## config.mk

```make
export PLATFORM = sky130hd
export DESIGN_NAME = ggr_top
export DESIGN_NICKNAME = d
export VERILOG_FILES = /design/src/ggr_pkg.sv /design/src/ggr_top.sv
export SDC_FILE = /design/constraint.sdc
export NUM_CORES = 1
export LEC_CHECK = 0
export ABC_AREA = 1
export BUFFER_PORTS_ARGS = -buffer_cell sky130_fd_sc_hd__buf_2
export CELL_PAD_IN_SITES_DETAIL_PLACEMENT = 1
export CELL_PAD_IN_SITES_GLOBAL_PLACEMENT = 2
export CORE_MARGIN = 1.5
export CORE_UTILIZATION = 28
export CTS_BUF_LIST = sky130_fd_sc_hd__clkbuf_2 sky130_fd_sc_hd__clkbuf_4 sky130_fd_sc_hd__clkbuf_8
export CTS_CLUSTER_DIAMETER = 30
export DETAILED_ROUTE_END_ITERATION = 10
export HOLD_SLACK_MARGIN = 0.15
export PLACE_DENSITY_LB_ADDON = 0.1
export SYNTH_ARGS = -nofsm -noshare
export SYNTH_HDL_FRONTEND = slang
export SYNTH_SLANG_ARGS = --single-unit
```

## constraint.sdc

```tcl
create_clock -name mclk -period 5 [get_ports mclk]
set_clock_uncertainty 0.2 [all_clocks]
set_input_delay 0.75 -clock mclk [delete_from_list [all_inputs] [get_ports mclk]]
set_output_delay 0.75 -clock mclk [all_outputs]
set_load 0.01 [all_outputs]
```

## src/ggr_pkg.sv

```systemverilog
/*
  constants, register map and carrier types of the global pin-function
  and interrupt roll-up block.
  assumes an apb master on the system clock and per-port logic outside
  that supplies status selections, interrupt status and update flags.
*/
// How it works
// - 2-bit code: input, status, low, high
// - odd pins A status, even pins B
// - pin 8 is update input in mode 01
// - pin 6 is error-insert input when selected
// - pin 4 is 8 kHz reference input
// - pin 2 drives 8 kHz reference output
// - port summary bit set by port status
// - enabled port summary pulls interrupt low
// - global summary from enabled latched status
// - enabled global summary pulls interrupt low
// - interrupt low active, idle hi-z or high
// - status bit 1 shows pll unlock
// - status bit 0 ANDs enabled update-done flags
// - read register shows live pin levels
package ggr_pkg;
  // ----------------------------------------
  // register map (word indices)
  // ----------------------------------------
  // offsets are word indices: byte address = 4 * index
  localparam logic [11:0] IDX_PIN_SEL = 12'h00a;
  localparam logic [11:0] IDX_IRQ_SUM = 12'h010;
  localparam logic [11:0] IDX_IRQ_EN = 12'h012;
  localparam logic [11:0] IDX_LIVE_STAT = 12'h014;
  localparam logic [11:0] IDX_PIN_READ = 12'h01c;
  localparam logic [11:0] IDX_GLOB_CTRL = 12'h020;
  localparam logic [15:0] PIN_SEL_RST = 16'h0000;
  localparam logic [15:0] IRQ_EN_RST = 16'h0000;
  localparam logic [3:0] GLOB_CTRL_RST = 4'h0;
  // ----------------------------------------
  // field layout
  // ----------------------------------------
  localparam int PORT_SUM_LSB = 4;
  localparam int GLOB_SUM_BIT = 0;
  localparam int PLL_BIT = 1;
  localparam int UPD_BIT = 0;
  localparam int CTRL_ERR_BIT = 0;
  localparam int CTRL_R8I_BIT = 1;
  localparam int CTRL_R8O_BIT = 2;
  localparam int CTRL_IDLE_BIT = 3;
  localparam logic [1:0] PERF_MODE_PIN = 2'b01;
  localparam int NPINS = 8;
  localparam int NPORTS = 4;
  localparam int PIN_REF_OUT = 1;
  localparam int PIN_REF_IN = 3;
  localparam int PIN_ERR_IN = 5;
  localparam int PIN_UPD_IN = 7;

  typedef enum logic [1:0] {
    FN_INPUT = 2'b00,
    FN_STATUS = 2'b01,
    FN_LOW = 2'b10,
    FN_HIGH = 2'b11
  } ggr_fn_t;

  // ----------------------------------------
  // carriers
  // ----------------------------------------
  typedef struct packed {
    logic [NPINS-1:0] out;
    logic [NPINS-1:0] oe;
  } ggr_pins_t;

  typedef struct packed {
    logic [NPORTS-1:0] portIrqAny;
    logic latchedAny;
    logic pllUnlocked;
    logic [NPORTS-1:0] updDone;
    logic [NPORTS-1:0] updEnabled;
  } ggr_stat_t;
endpackage

```

## src/ggr_top.sv

```systemverilog
/*
  global pin-function select, pin takeover and interrupt roll-up,
  with an apb slave for the registers.
  assumes the host waits on pready and that per-port status inputs are
  synchronous to mclk.
*/
// The APB register port is this design's own decision.
`timescale 1ns/1ns
`default_nettype none
module ggr_top
  (
  input wire logic mclk,
  input wire logic rst,
  input wire logic psel,
  input wire logic penable,
  input wire logic pwrite,
  input wire logic [13:0] paddr,
  input wire logic [31:0] pwdata,
  output logic [31:0] prdata,
  output logic pready,
  output logic pslverr,
  input wire logic [7:0] pinIn,
  output ggr_pkg::ggr_pins_t pinDrive,
  input wire logic [3:0] portAStatus,
  input wire logic [3:0] portBStatus,
  input wire ggr_pkg::ggr_stat_t statIn,
  input wire logic [1:0] perfUpdateMode,
  input wire logic ref8kOut,
  output logic perfUpdatePin,
  output logic errInsertPin,
  output logic ref8kIn,
  output logic irqOut,
  output logic irqOe
  );
  import ggr_pkg::*;

  // only the summary enables hold state; other bits read back 0
  localparam logic [15:0] IRQ_EN_WMASK = 16'(((1 << NPORTS) - 1) << PORT_SUM_LSB) |
                                         16'(1 << GLOB_SUM_BIT);

  // ----------------------------------------
  // registers
  // ----------------------------------------
  logic [15:0] pinSel_q;
  logic [15:0] irqEn_q;
  logic [3:0] globCtrl_q;
  logic [31:0] prdata_q;
  logic pready_q;
  logic pslverr_q;
  ggr_pins_t pins_q;
  ggr_pins_t pins_d;
  logic [7:0] pinLive_q;
  logic [15:0] irqSum_q;
  logic [15:0] liveStat_q;
  logic irqOut_q;
  logic irqOe_q;
  logic updPin_q;
  logic errPin_q;
  logic refIn_q;

  function automatic logic [13:0] regAddr(input logic [11:0] idx);
    regAddr = {idx, 2'b00};
  endfunction

  // ----------------------------------------
  // apb decode
  // ----------------------------------------
  wire access = psel && penable && !pready_q;
  wire hitSel = paddr == regAddr(IDX_PIN_SEL);
  wire hitSum = paddr == regAddr(IDX_IRQ_SUM);
  wire hitEn = paddr == regAddr(IDX_IRQ_EN);
  wire hitStat = paddr == regAddr(IDX_LIVE_STAT);
  wire hitRead = paddr == regAddr(IDX_PIN_READ);
  wire hitCtrl = paddr == regAddr(IDX_GLOB_CTRL);
  wire mapped = hitSel | hitSum | hitEn | hitStat | hitRead | hitCtrl;
  wire wrEn = access && pwrite && mapped;
  wire [15:0] rdMux = hitSel ? pinSel_q :
                      hitSum ? irqSum_q :
                      hitEn ? irqEn_q :
                      hitStat ? liveStat_q :
                      hitRead ? {8'h00, pinLive_q} :
                      hitCtrl ? {12'h000, globCtrl_q} : 16'h0000;

  // ----------------------------------------
  // pin function
  // ----------------------------------------
  wire modeUpd = perfUpdateMode == PERF_MODE_PIN;
  wire errSel = globCtrl_q[CTRL_ERR_BIT];
  wire refInSel = globCtrl_q[CTRL_R8I_BIT];
  wire refOutSel = globCtrl_q[CTRL_R8O_BIT];
  // even index is odd-numbered pin: A status; odd index: B status
  wire [7:0] statusOf = {portBStatus[3], portAStatus[3], portBStatus[2], portAStatus[2],
                         portBStatus[1], portAStatus[1], portBStatus[0], portAStatus[0]};

  always_comb
  begin
    pins_d = '0;
    for (int i = 0; i < NPINS; i++)
    begin
      unique case (ggr_fn_t'(pinSel_q[2*i +: 2]))
        FN_INPUT:
        begin
          pins_d.out[i] = 1'b0;
          pins_d.oe[i] = 1'b0;
        end
        FN_STATUS:
        begin
          pins_d.out[i] = statusOf[i];
          pins_d.oe[i] = 1'b1;
        end
        FN_LOW:
        begin
          pins_d.out[i] = 1'b0;
          pins_d.oe[i] = 1'b1;
        end
        FN_HIGH:
        begin
          pins_d.out[i] = 1'b1;
          pins_d.oe[i] = 1'b1;
        end
      endcase
    end
    // takeovers override the select field
    if (modeUpd)
    begin
      pins_d.out[PIN_UPD_IN] = 1'b0;
      pins_d.oe[PIN_UPD_IN] = 1'b0;
    end
    if (errSel)
    begin
      pins_d.out[PIN_ERR_IN] = 1'b0;
      pins_d.oe[PIN_ERR_IN] = 1'b0;
    end
    if (refInSel)
    begin
      pins_d.out[PIN_REF_IN] = 1'b0;
      pins_d.oe[PIN_REF_IN] = 1'b0;
    end
    if (refOutSel)
    begin
      pins_d.out[PIN_REF_OUT] = ref8kOut;
      pins_d.oe[PIN_REF_OUT] = 1'b1;
    end
  end

  // live level: driven value where driven, else the pad input
  wire [7:0] pinLive_d = (pins_q.oe & pins_q.out) | (~pins_q.oe & pinIn);

  // ----------------------------------------
  // interrupt roll-up
  // ----------------------------------------
  wire [3:0] portSum = statIn.portIrqAny;
  wire globSum = statIn.latchedAny;
  wire [15:0] irqSum_d = {8'h00, portSum, 3'b000, globSum};
  // summary bits are live levels, so a new event can never be lost to a clear
  wire irqAct = |(irqSum_d & irqEn_q);
  wire updAll = &(statIn.updDone | ~statIn.updEnabled);
  wire [15:0] liveStat_d = {14'h0000, statIn.pllUnlocked, updAll};

  // ----------------------------------------
  // clocked state
  // ----------------------------------------
  always_ff @(posedge mclk)
  begin
    if (rst)
    begin
      pinSel_q <= PIN_SEL_RST;
      irqEn_q <= IRQ_EN_RST;
      globCtrl_q <= GLOB_CTRL_RST;
    end
    else if (wrEn)
    begin
      if (hitSel)
        pinSel_q <= pwdata[15:0];
      if (hitEn)
        irqEn_q <= pwdata[15:0] & IRQ_EN_WMASK;
      if (hitCtrl)
        globCtrl_q <= pwdata[3:0];
    end
  end

  always_ff @(posedge mclk)
  begin
    if (rst)
    begin
      prdata_q <= 32'h00000000;
      pready_q <= 1'b0;
      pslverr_q <= 1'b0;
    end
    else
    begin
      pready_q <= access;
      pslverr_q <= access && !mapped;
      prdata_q <= (access && !pwrite) ? {16'h0000, rdMux} : 32'h00000000;
    end
  end

  always_ff @(posedge mclk)
  begin
    if (rst)
    begin
      pins_q <= '0;
      pinLive_q <= 8'h00;
      irqSum_q <= 16'h0000;
      liveStat_q <= 16'h0000;
      irqOut_q <= 1'b1;
      irqOe_q <= 1'b0;
      updPin_q <= 1'b0;
      errPin_q <= 1'b0;
      refIn_q <= 1'b0;
    end
    else
    begin
      pins_q <= pins_d;
      pinLive_q <= pinLive_d;
      irqSum_q <= irqSum_d;
      liveStat_q <= liveStat_d;
      irqOut_q <= !irqAct;
      irqOe_q <= irqAct || globCtrl_q[CTRL_IDLE_BIT];
      updPin_q <= modeUpd && pinIn[PIN_UPD_IN];
      errPin_q <= errSel && pinIn[PIN_ERR_IN];
      // unselected reference input reads low
      refIn_q <= refInSel && pinIn[PIN_REF_IN];
    end
  end

  assign prdata = prdata_q;
  assign pready = pready_q;
  assign pslverr = pslverr_q;
  assign pinDrive = pins_q;
  assign irqOut = irqOut_q;
  assign irqOe = irqOe_q;
  assign perfUpdatePin = updPin_q;
  assign errInsertPin = errPin_q;
  assign ref8kIn = refIn_q;
endmodule
`default_nettype wire

```

==> results of run 1 <==
-- cells in the final DEF (no fill, tap or decap), drive strengths merged, types with 12 or more instances in the layout --
| cell type | n |
|---|---|
| o21ai | 27 |
| nor2 | 90 |
| clkbuf | 14 |
| a21oi | 20 |
| conb | 16 |
| dfxtp | 79 |
| buf | 107 |
| nand3 | 12 |
| nand2 | 86 |
| inv | 66 |
-- sequential cells by signal, indices dropped and copies added (netlist names) --
register / cells
perfUpdatePin: 1
pinDrive: 16
pslverr: 1
errInsertPin: 1
pinLive_q: 8
globCtrl_q: 4
irqSum_q: 5
pinSel_q: 16
irqOut: 1
prdata: 16
ref8kIn: 1
pready: 1
liveStat_q: 2
irqEn_q: 5
irqOe: 1
-- worst max-delay path, cell delays in order --
cell and delay, ns:
buf_2 0.10, nor2_1 0.12, nand3_2 0.16, nor2_1 0.20
nand2_1 0.31, inv_1 0.19, nand3_4 0.33, nor2_1 0.22
nor2_1 0.06
-- metal layers --
| metal | vias up | wire [um] |
|---|---|---|
| li1 | 1539 | - |
| met1 | 1362 | 4080 |
| met2 | 84 | 4550 |
| met3 | 10 | 621 |
| met4 | 0 | 144 |
| met5 | - | 0 |
-- logic make-up after synthesis --
logic type | Yosys count | synth area share (%)
simple gates | 204 | 27.5
flops | 79 | 48.7
other cells | 1 | 0.116
compound gates | 61 | 10.3
buf+inv | 94 | 13.3
-- report_power, final --
part	total (mW)	internal (mW)	switching, mW
logic	0.0684	0.0277	0.0407
clock network	0.468	0.240	0.229
registers	0.639	0.636	0.00286
-- final cells by class --
| cell class | instances | area (um^2) | area share [%] |
|---|---|---|---|
| flip-flops and latches | 79 | 1580 | 39.2 |
| multi-input cells | 281 | 1290 | 31.9 |
| repair buffers | 107 | 538 | 13.3 |
| inverters | 66 | 248 | 6.14 |
| clock buffers | 14 | 186 | 4.62 |
| well taps | 143 | 179 | 4.44 |
| clock inverters | 2 | 12.5 | 0.310 |
-- path summary, 6_finish.rpt --
path,from,to,slack [ns],cells past startpoint
worst max-delay path,paddr[13],pinSel_q[5],2.59,9
worst min register to register,globCtrl_q[1],ref8kIn,0.24,2
worst min-delay path,globCtrl_q[1],ref8kIn,0.24,2
worst max register to register,pready,pinSel_q[5],3.15,6
==> metrics.cfg, run 1 <==
[timing]
fin_ws_ns=2.59
tightest_slew_ns=0.567
hold_violations=0
fin_hold_ws_ns=0.242
rsz0062_at_grt=no
maxSlewViolCount=0
max_freq_ghz=0.415
slew_headroom_pct=62.2
period_share_pct=48.2
fin_tns_setup_ns=0
finalCriticalPeriod_ns=2.41
setup-violations-final=0

[clocking]
clockBufferDepth=2
cts_hold_buffers=0
cts_root_buffer=clkbuf_8
clk_latency_ns=0.35
htreeDepth=3
cts_resized=0
cts_tree=done
clk_pin_slew_ns=0.08
cts_sinks=79
cts_buffers=9
post_cts_buffers=0

[placed_design]
port-buffer-count=106
dpl-instance-area_um2=3830
place_hpwl_um=7080
dp.cells=676
place_ws_ns=2.19
gp_congestion=0.752

[flow_run]
maxCapViolCount=0

[synthesis]
netlist.area_leader.share_pct=48.7
yosysMostFrequentCell=nor2_1
ys.flop_type=dfxtp_1
synth_common_cells=85 x nor2_1, 84 x nand2_1, 79 x dfxtp_1
syn_area_um2=3250
yosys.area.top_type=dfxtp_1
synthArstFlopShare_pct=0
synth_area_leaders=dfxtp_1 49%, nor2_1 9.8%, nand2_1 9.7%
ys_ff_latch=79
ys_seq_area_share_pct=48.7
syn_avg_cell_area_um2=7.39
ys_warn_count=0
syn_inst=439
synth_cell_types=31
synth_edf_count=0

[floorplanning]
fp.dieH_um=111
dieArea_um2=12200
io_pins=139
rows=39
coreArea_um2=11400
dieWidth_um=111
initial_core_util_pct=28.5

[detailed_routing]
avgViaCountPerCell=4.33
first_pass_iters=4
drt-initial-drc-count=98
routed_wl_um=9390
drcViolationCount=0
vias=2995
ant_nets=0
routedWlPerCell_um=13.6

[setup_path]
cp.arrival_ns=2.45
worst-path-max-fanout=32
critPathLaunchType=input port
cp-end-kind=flip-flop
worstPathRequired_ns=5.04
path_class=in -> reg

[status]
outcome=finished clean

[power_and_ir_drop]
p_per_area_nw_per_um2=292
power_mw=1.18
ir_drop_v=0.000102
static-leakage-power_nw=2.10

[global_routing]
use_met1_pct=18.7
antenna_found_initial=1
grt_pass1_wl_um=15100
grt-ovfl-total=0
top_usage_layer=met2
grt.total_usage_pct=15.8
grt_max_degree=33
grt_util_met2_pct=26.6
grt_use_met3_pct=5.63
grt_pass1_vias=2969

[cells_and_area]
drive_gt1_share_pct=25.5
fin_area_um2=4030
utilization_pct=35.5
diodes=0
layout.cells.non_filler=692
n_fill_cell=1426
fin_nets=628
area_growth_pct=24.2

[worst_hold_path]
min_path_type=reg -> reg

Power figures use the tool's default switching activity.
==> run 2, diff against run 1 <==
- CORE_UTILIZATION: 28 -> 23
- clock period: 5 -> 2.1 ns (I/O delays scaled with it)
==> metrics.cfg, run 2 (synthesis gave the netlist of run 1 again) <==
[clocking]
clk_pin_slew_ns=0.08
clockBufferDepth=2
cts_hold_buffers=49
cts_buffers=9
cts_resized=0
post_cts_buffers=0
clk_latency_ns=0.36
cts_root_buffer=clkbuf_8
htreeDepth=3
cts_sinks=79
cts_tree=done

[floorplanning]
coreArea_um2=13800
io_pins=139
rows=43
dieWidth_um=122
fp.dieH_um=122
dieArea_um2=14800
initial_core_util_pct=23.5

[cells_and_area]
drive_gt1_share_pct=25.0
fin_area_um2=4680
mostFrequentLayoutCells=106 x buf_2, 85 x nor2_1, 84 x nand2_1
n_fill_cell=1750
area.sequential_um2=1580
multi_input_area_um2=1290
area_growth_pct=44.1
diodes=0
fin_nets=690
final_common_cell=buf_2

[detailed_routing]
drcViolationCount=0
routed_wl_um=10200
drt-initial-drc-count=75
avgViaCountPerCell=4.09
routedWlPerCell_um=12.9
first_pass_iters=4
vias=3233
ant_nets=0

[timing]
maxSlewViolCount=0
rsz0062_at_grt=no
hold_violations=0
setup-violations-final=0
finalCriticalPeriod_ns=1.88
fin_tns_setup_ns=0
max_freq_ghz=0.532
period_share_pct=89.5

[setup_path]
path_class=in -> reg
cp-end-kind=flip-flop
cp.arrival_ns=1.99
worst-path-max-fanout=5
critPathLaunchType=input port
worstPathRequired_ns=2.21

[global_routing]
grt.total_usage_pct=14.4
grt_pass1_vias=3281
antenna_found_initial=0
grt_pass1_wl_um=16100
grt_max_degree=38
grt-ovfl-total=0

[power_and_ir_drop]
ir_drop_v=0.000277
power_mw=2.83
static-leakage-power_nw=2.36
p_per_area_nw_per_um2=605

[status]
outcome=finished clean

[placed_design]
dpl-instance-area_um2=4000
place_hpwl_um=7510
gp_congestion=0.688
port-buffer-count=106

[worst_hold_path]
min_path_type=reg -> reg

[flow_run]
maxCapViolCount=0

==> run 2: changes by cell type in the layout (fill, tap and decap cells not counted) <==
cell | before | now
buf_12 | 0 | 2
buf_4 | 1 | 12
clkbuf_4 | 1 | 0
clkbuf_8 | 13 | 11
clkinv_2 | 1 | 2
clkinvlp_4 | 1 | 3
dlygate4sd3_1 | 0 | 49
==> run 2: critical path, cell delays in order <==
cell           delay (ns)
dlygate4sd3_1        0.52
buf_2                0.09
nand2_1              0.04
nor2_1               0.09
inv_1                0.07
nor2_2               0.28
buf_4                0.19
nand3_1              0.16
nand2_1              0.10
inv_1                0.04
nor2_1               0.09
==> run 2: power breakdown <==
part	leakage [nW]	internal, mW	total [mW]	switching (mW)
Sequential	0.641	1.51	1.52	0.00644
Combinational	1.63	0.131	0.243	0.112
Clock	0.0873	0.489	1.07	0.577
Total	2.36	2.13	2.83	0.696
==> run 2: per-layer routing <==
layer  up-vias  part of all wire (%)  track usage (%)
li1       1657                     -                -
met4         0                   1.8             6.18
met2        86                    47             24.6
met1      1477                    46             17.2
met3        13                   5.5             3.32
met5         -                     0                0
==> run 2: area by class of cell <==
class / instances / share of cell area [%]
flip-flops and latches: 79 / 33.8
multi-input cells: 281 / 27.5
repair buffers: 169 / 24.6
inverters: 66 / 5.30
well taps: 180 / 4.82
clock buffers: 11 / 3.24
clock inverters: 5 / 0.696
==> run 2: through the flow <==
stage / hold slack [ns] / setup slack, ns / utilization (%) / std cells
finish: 0.240 / 0.222 / 33.8 / 791
global route: 0.267 / 0.0190 / 33.8 / 791
CTS: 0.243 / 0.195 / 33.8 / 791
detailed placement: 0.230 / 0.0380 / 28.9 / 726
global placement: 0.224 / 0.0867 / 28.9 / 726
floorplan: 0.194 / 0.384 / - / 454
==> run 2: worst paths after layout <==
| check | from | to | slack [ns] | depth (start not counted) |
|---|---|---|---|---|
| min reg2reg | globCtrl_q[1] | ref8kIn | 0.24 | 2 |
| max reg2reg | pready | globCtrl_q[3] | 0.49 | 8 |
| max | penable | globCtrl_q[3] | 0.22 | 11 |
| min | globCtrl_q[1] | ref8kIn | 0.24 | 2 |
==> run 3, diff against run 2 <==
- RECOVER_POWER: not set -> 100
==> metrics.cfg, run 3 (synthesis gave the netlist of run 1 again) <==
[global_routing]
grt-ovfl-total=0
grt_max_degree=38
grt_pass1_wl_um=16100
grt_pass1_vias=3281
grt.total_usage_pct=14.4
antenna_found_initial=0

[clocking]
post_cts_buffers=0
cts_hold_buffers=49
cts_resized=0
clockBufferDepth=2
clk_latency_ns=0.36
htreeDepth=3
clk_pin_slew_ns=0.08
cts_root_buffer=clkbuf_8
cts_sinks=79
cts_tree=done
cts_buffers=9

[placed_design]
port-buffer-count=106
place_hpwl_um=7510
gp_congestion=0.688

[floorplanning]
io_pins=139
fp.dieH_um=122
coreArea_um2=13800
initial_core_util_pct=23.5
dieArea_um2=14800
dieWidth_um=122
rows=43

[timing]
rsz0062_at_grt=no
fin_hold_ws_ns=0.240
maxSlewViolCount=0
fin_tns_setup_ns=0
setup-violations-final=0
hold_violations=0
max_freq_ghz=0.518
finalCriticalPeriod_ns=1.93
period_share_pct=92.0

[status]
outcome=finished clean

[flow_run]
maxCapViolCount=0

[setup_path]
worstPathRequired_ns=2.16
worst-path-max-fanout=32
cp-end-kind=flip-flop
path_class=in -> reg
cp.arrival_ns=1.99
critPathLaunchType=input port
r2r_slack_ns=0.43

[cells_and_area]
diodes=0
area_growth_pct=41.9
n_fill_cell=1766
mostFrequentLayoutCells=85 x nor2_1, 84 x nand2_1, 79 x dfxtp_1
drive_gt1_share_pct=18.2
final_common_cell=nor2_1
fin_nets=690

[power_and_ir_drop]
netSwitchingFraction_pct=24.6
p_seq_share_pct=53.7
ir_drop_v=0.000291
p_per_area_nw_per_um2=614
intPower_mw=2.13
power_switching_mw=0.696
comb_power_share_pct=8.6
static-leakage-power_nw=2.18
p_clk_share_pct=37.7

[detailed_routing]
drt-initial-drc-count=73
vias=3221
routed_wl_um=10200
first_pass_iters=4
drcViolationCount=0
avgViaCountPerCell=4.07
ant_nets=0
routedWlPerCell_um=12.9

[worst_hold_path]
min_path_type=reg -> reg

-- run 3: power groups by stage --
stage / combinational [mW] / sequential (mW) / clock (mW)
floorplan: 0.0952 / 1.55 / 0
global placement: 0.172 / 1.56 / 0
detailed placement: 0.175 / 1.56 / 0
CTS: 0.246 / 1.52 / 1.13
global route: 0.272 / 1.52 / 1.18
finish: 0.242 / 1.52 / 1.07
-- run 3: worst paths after layout --
check / cells after the start / startpoint / to
hold / removal: 2 / globCtrl_q[1] / ref8kIn
setup / recovery: 10 / penable / pinSel_q[3]
setup reg to reg: 7 / pready / pinSel_q[3]
hold reg to reg: 2 / globCtrl_q[1] / ref8kIn
-- run 3: worst max-delay path, stage by stage --
cell and delay [ns]:
dlygate4sd3_1 0.52, buf_2 0.09, nand2_1 0.04, nor2_1 0.09, inv_1 0.07, nor2_2 0.29
nand3_4 0.09, buf_4 0.25, nor2_1 0.15, nor2_1 0.06
-- run 3: stage by stage --
stage | power (mW) | cell area, um^2 | setup slack (ns) | std cells | util, %
after floorplan | 1.65 | 3300 | 0.384 | 454 | -
after global placement | 1.73 | 4000 | 0.0867 | 726 | 28.9
final | 2.83 | 4610 | 0.168 | 791 | 33.3
after detailed placement | 1.73 | 4000 | 0.0380 | 726 | 28.9
after CTS | 2.90 | 4680 | 0.195 | 791 | 33.8
after global routing | 2.98 | 4610 | 0.0190 | 791 | 33.3
-- run 3: final cells by class --
cell class / instances / area (um^2) / area share [%]
clock buffer: 11 / 151 / 3.29
clock inverter: 5 / 32.5 / 0.706
tap: 180 / 225 / 4.89
sequential: 79 / 1580 / 34.3
multi-input combinational: 281 / 1290 / 27.9
timing repair buffer: 169 / 1080 / 23.5
inverter: 66 / 248 / 5.38
-- run 3: routing by layer --
| layer | wire (um) | track usage [%] | part of all wire (%) |
|---|---|---|---|
| met1 | 4690 | 17.2 | 46 |
| met2 | 4850 | 24.6 | 47 |
| met3 | 515 | 3.32 | 5.0 |
| met4 | 170 | 6.18 | 1.7 |
| met5 | 0 | 0 | 0 |
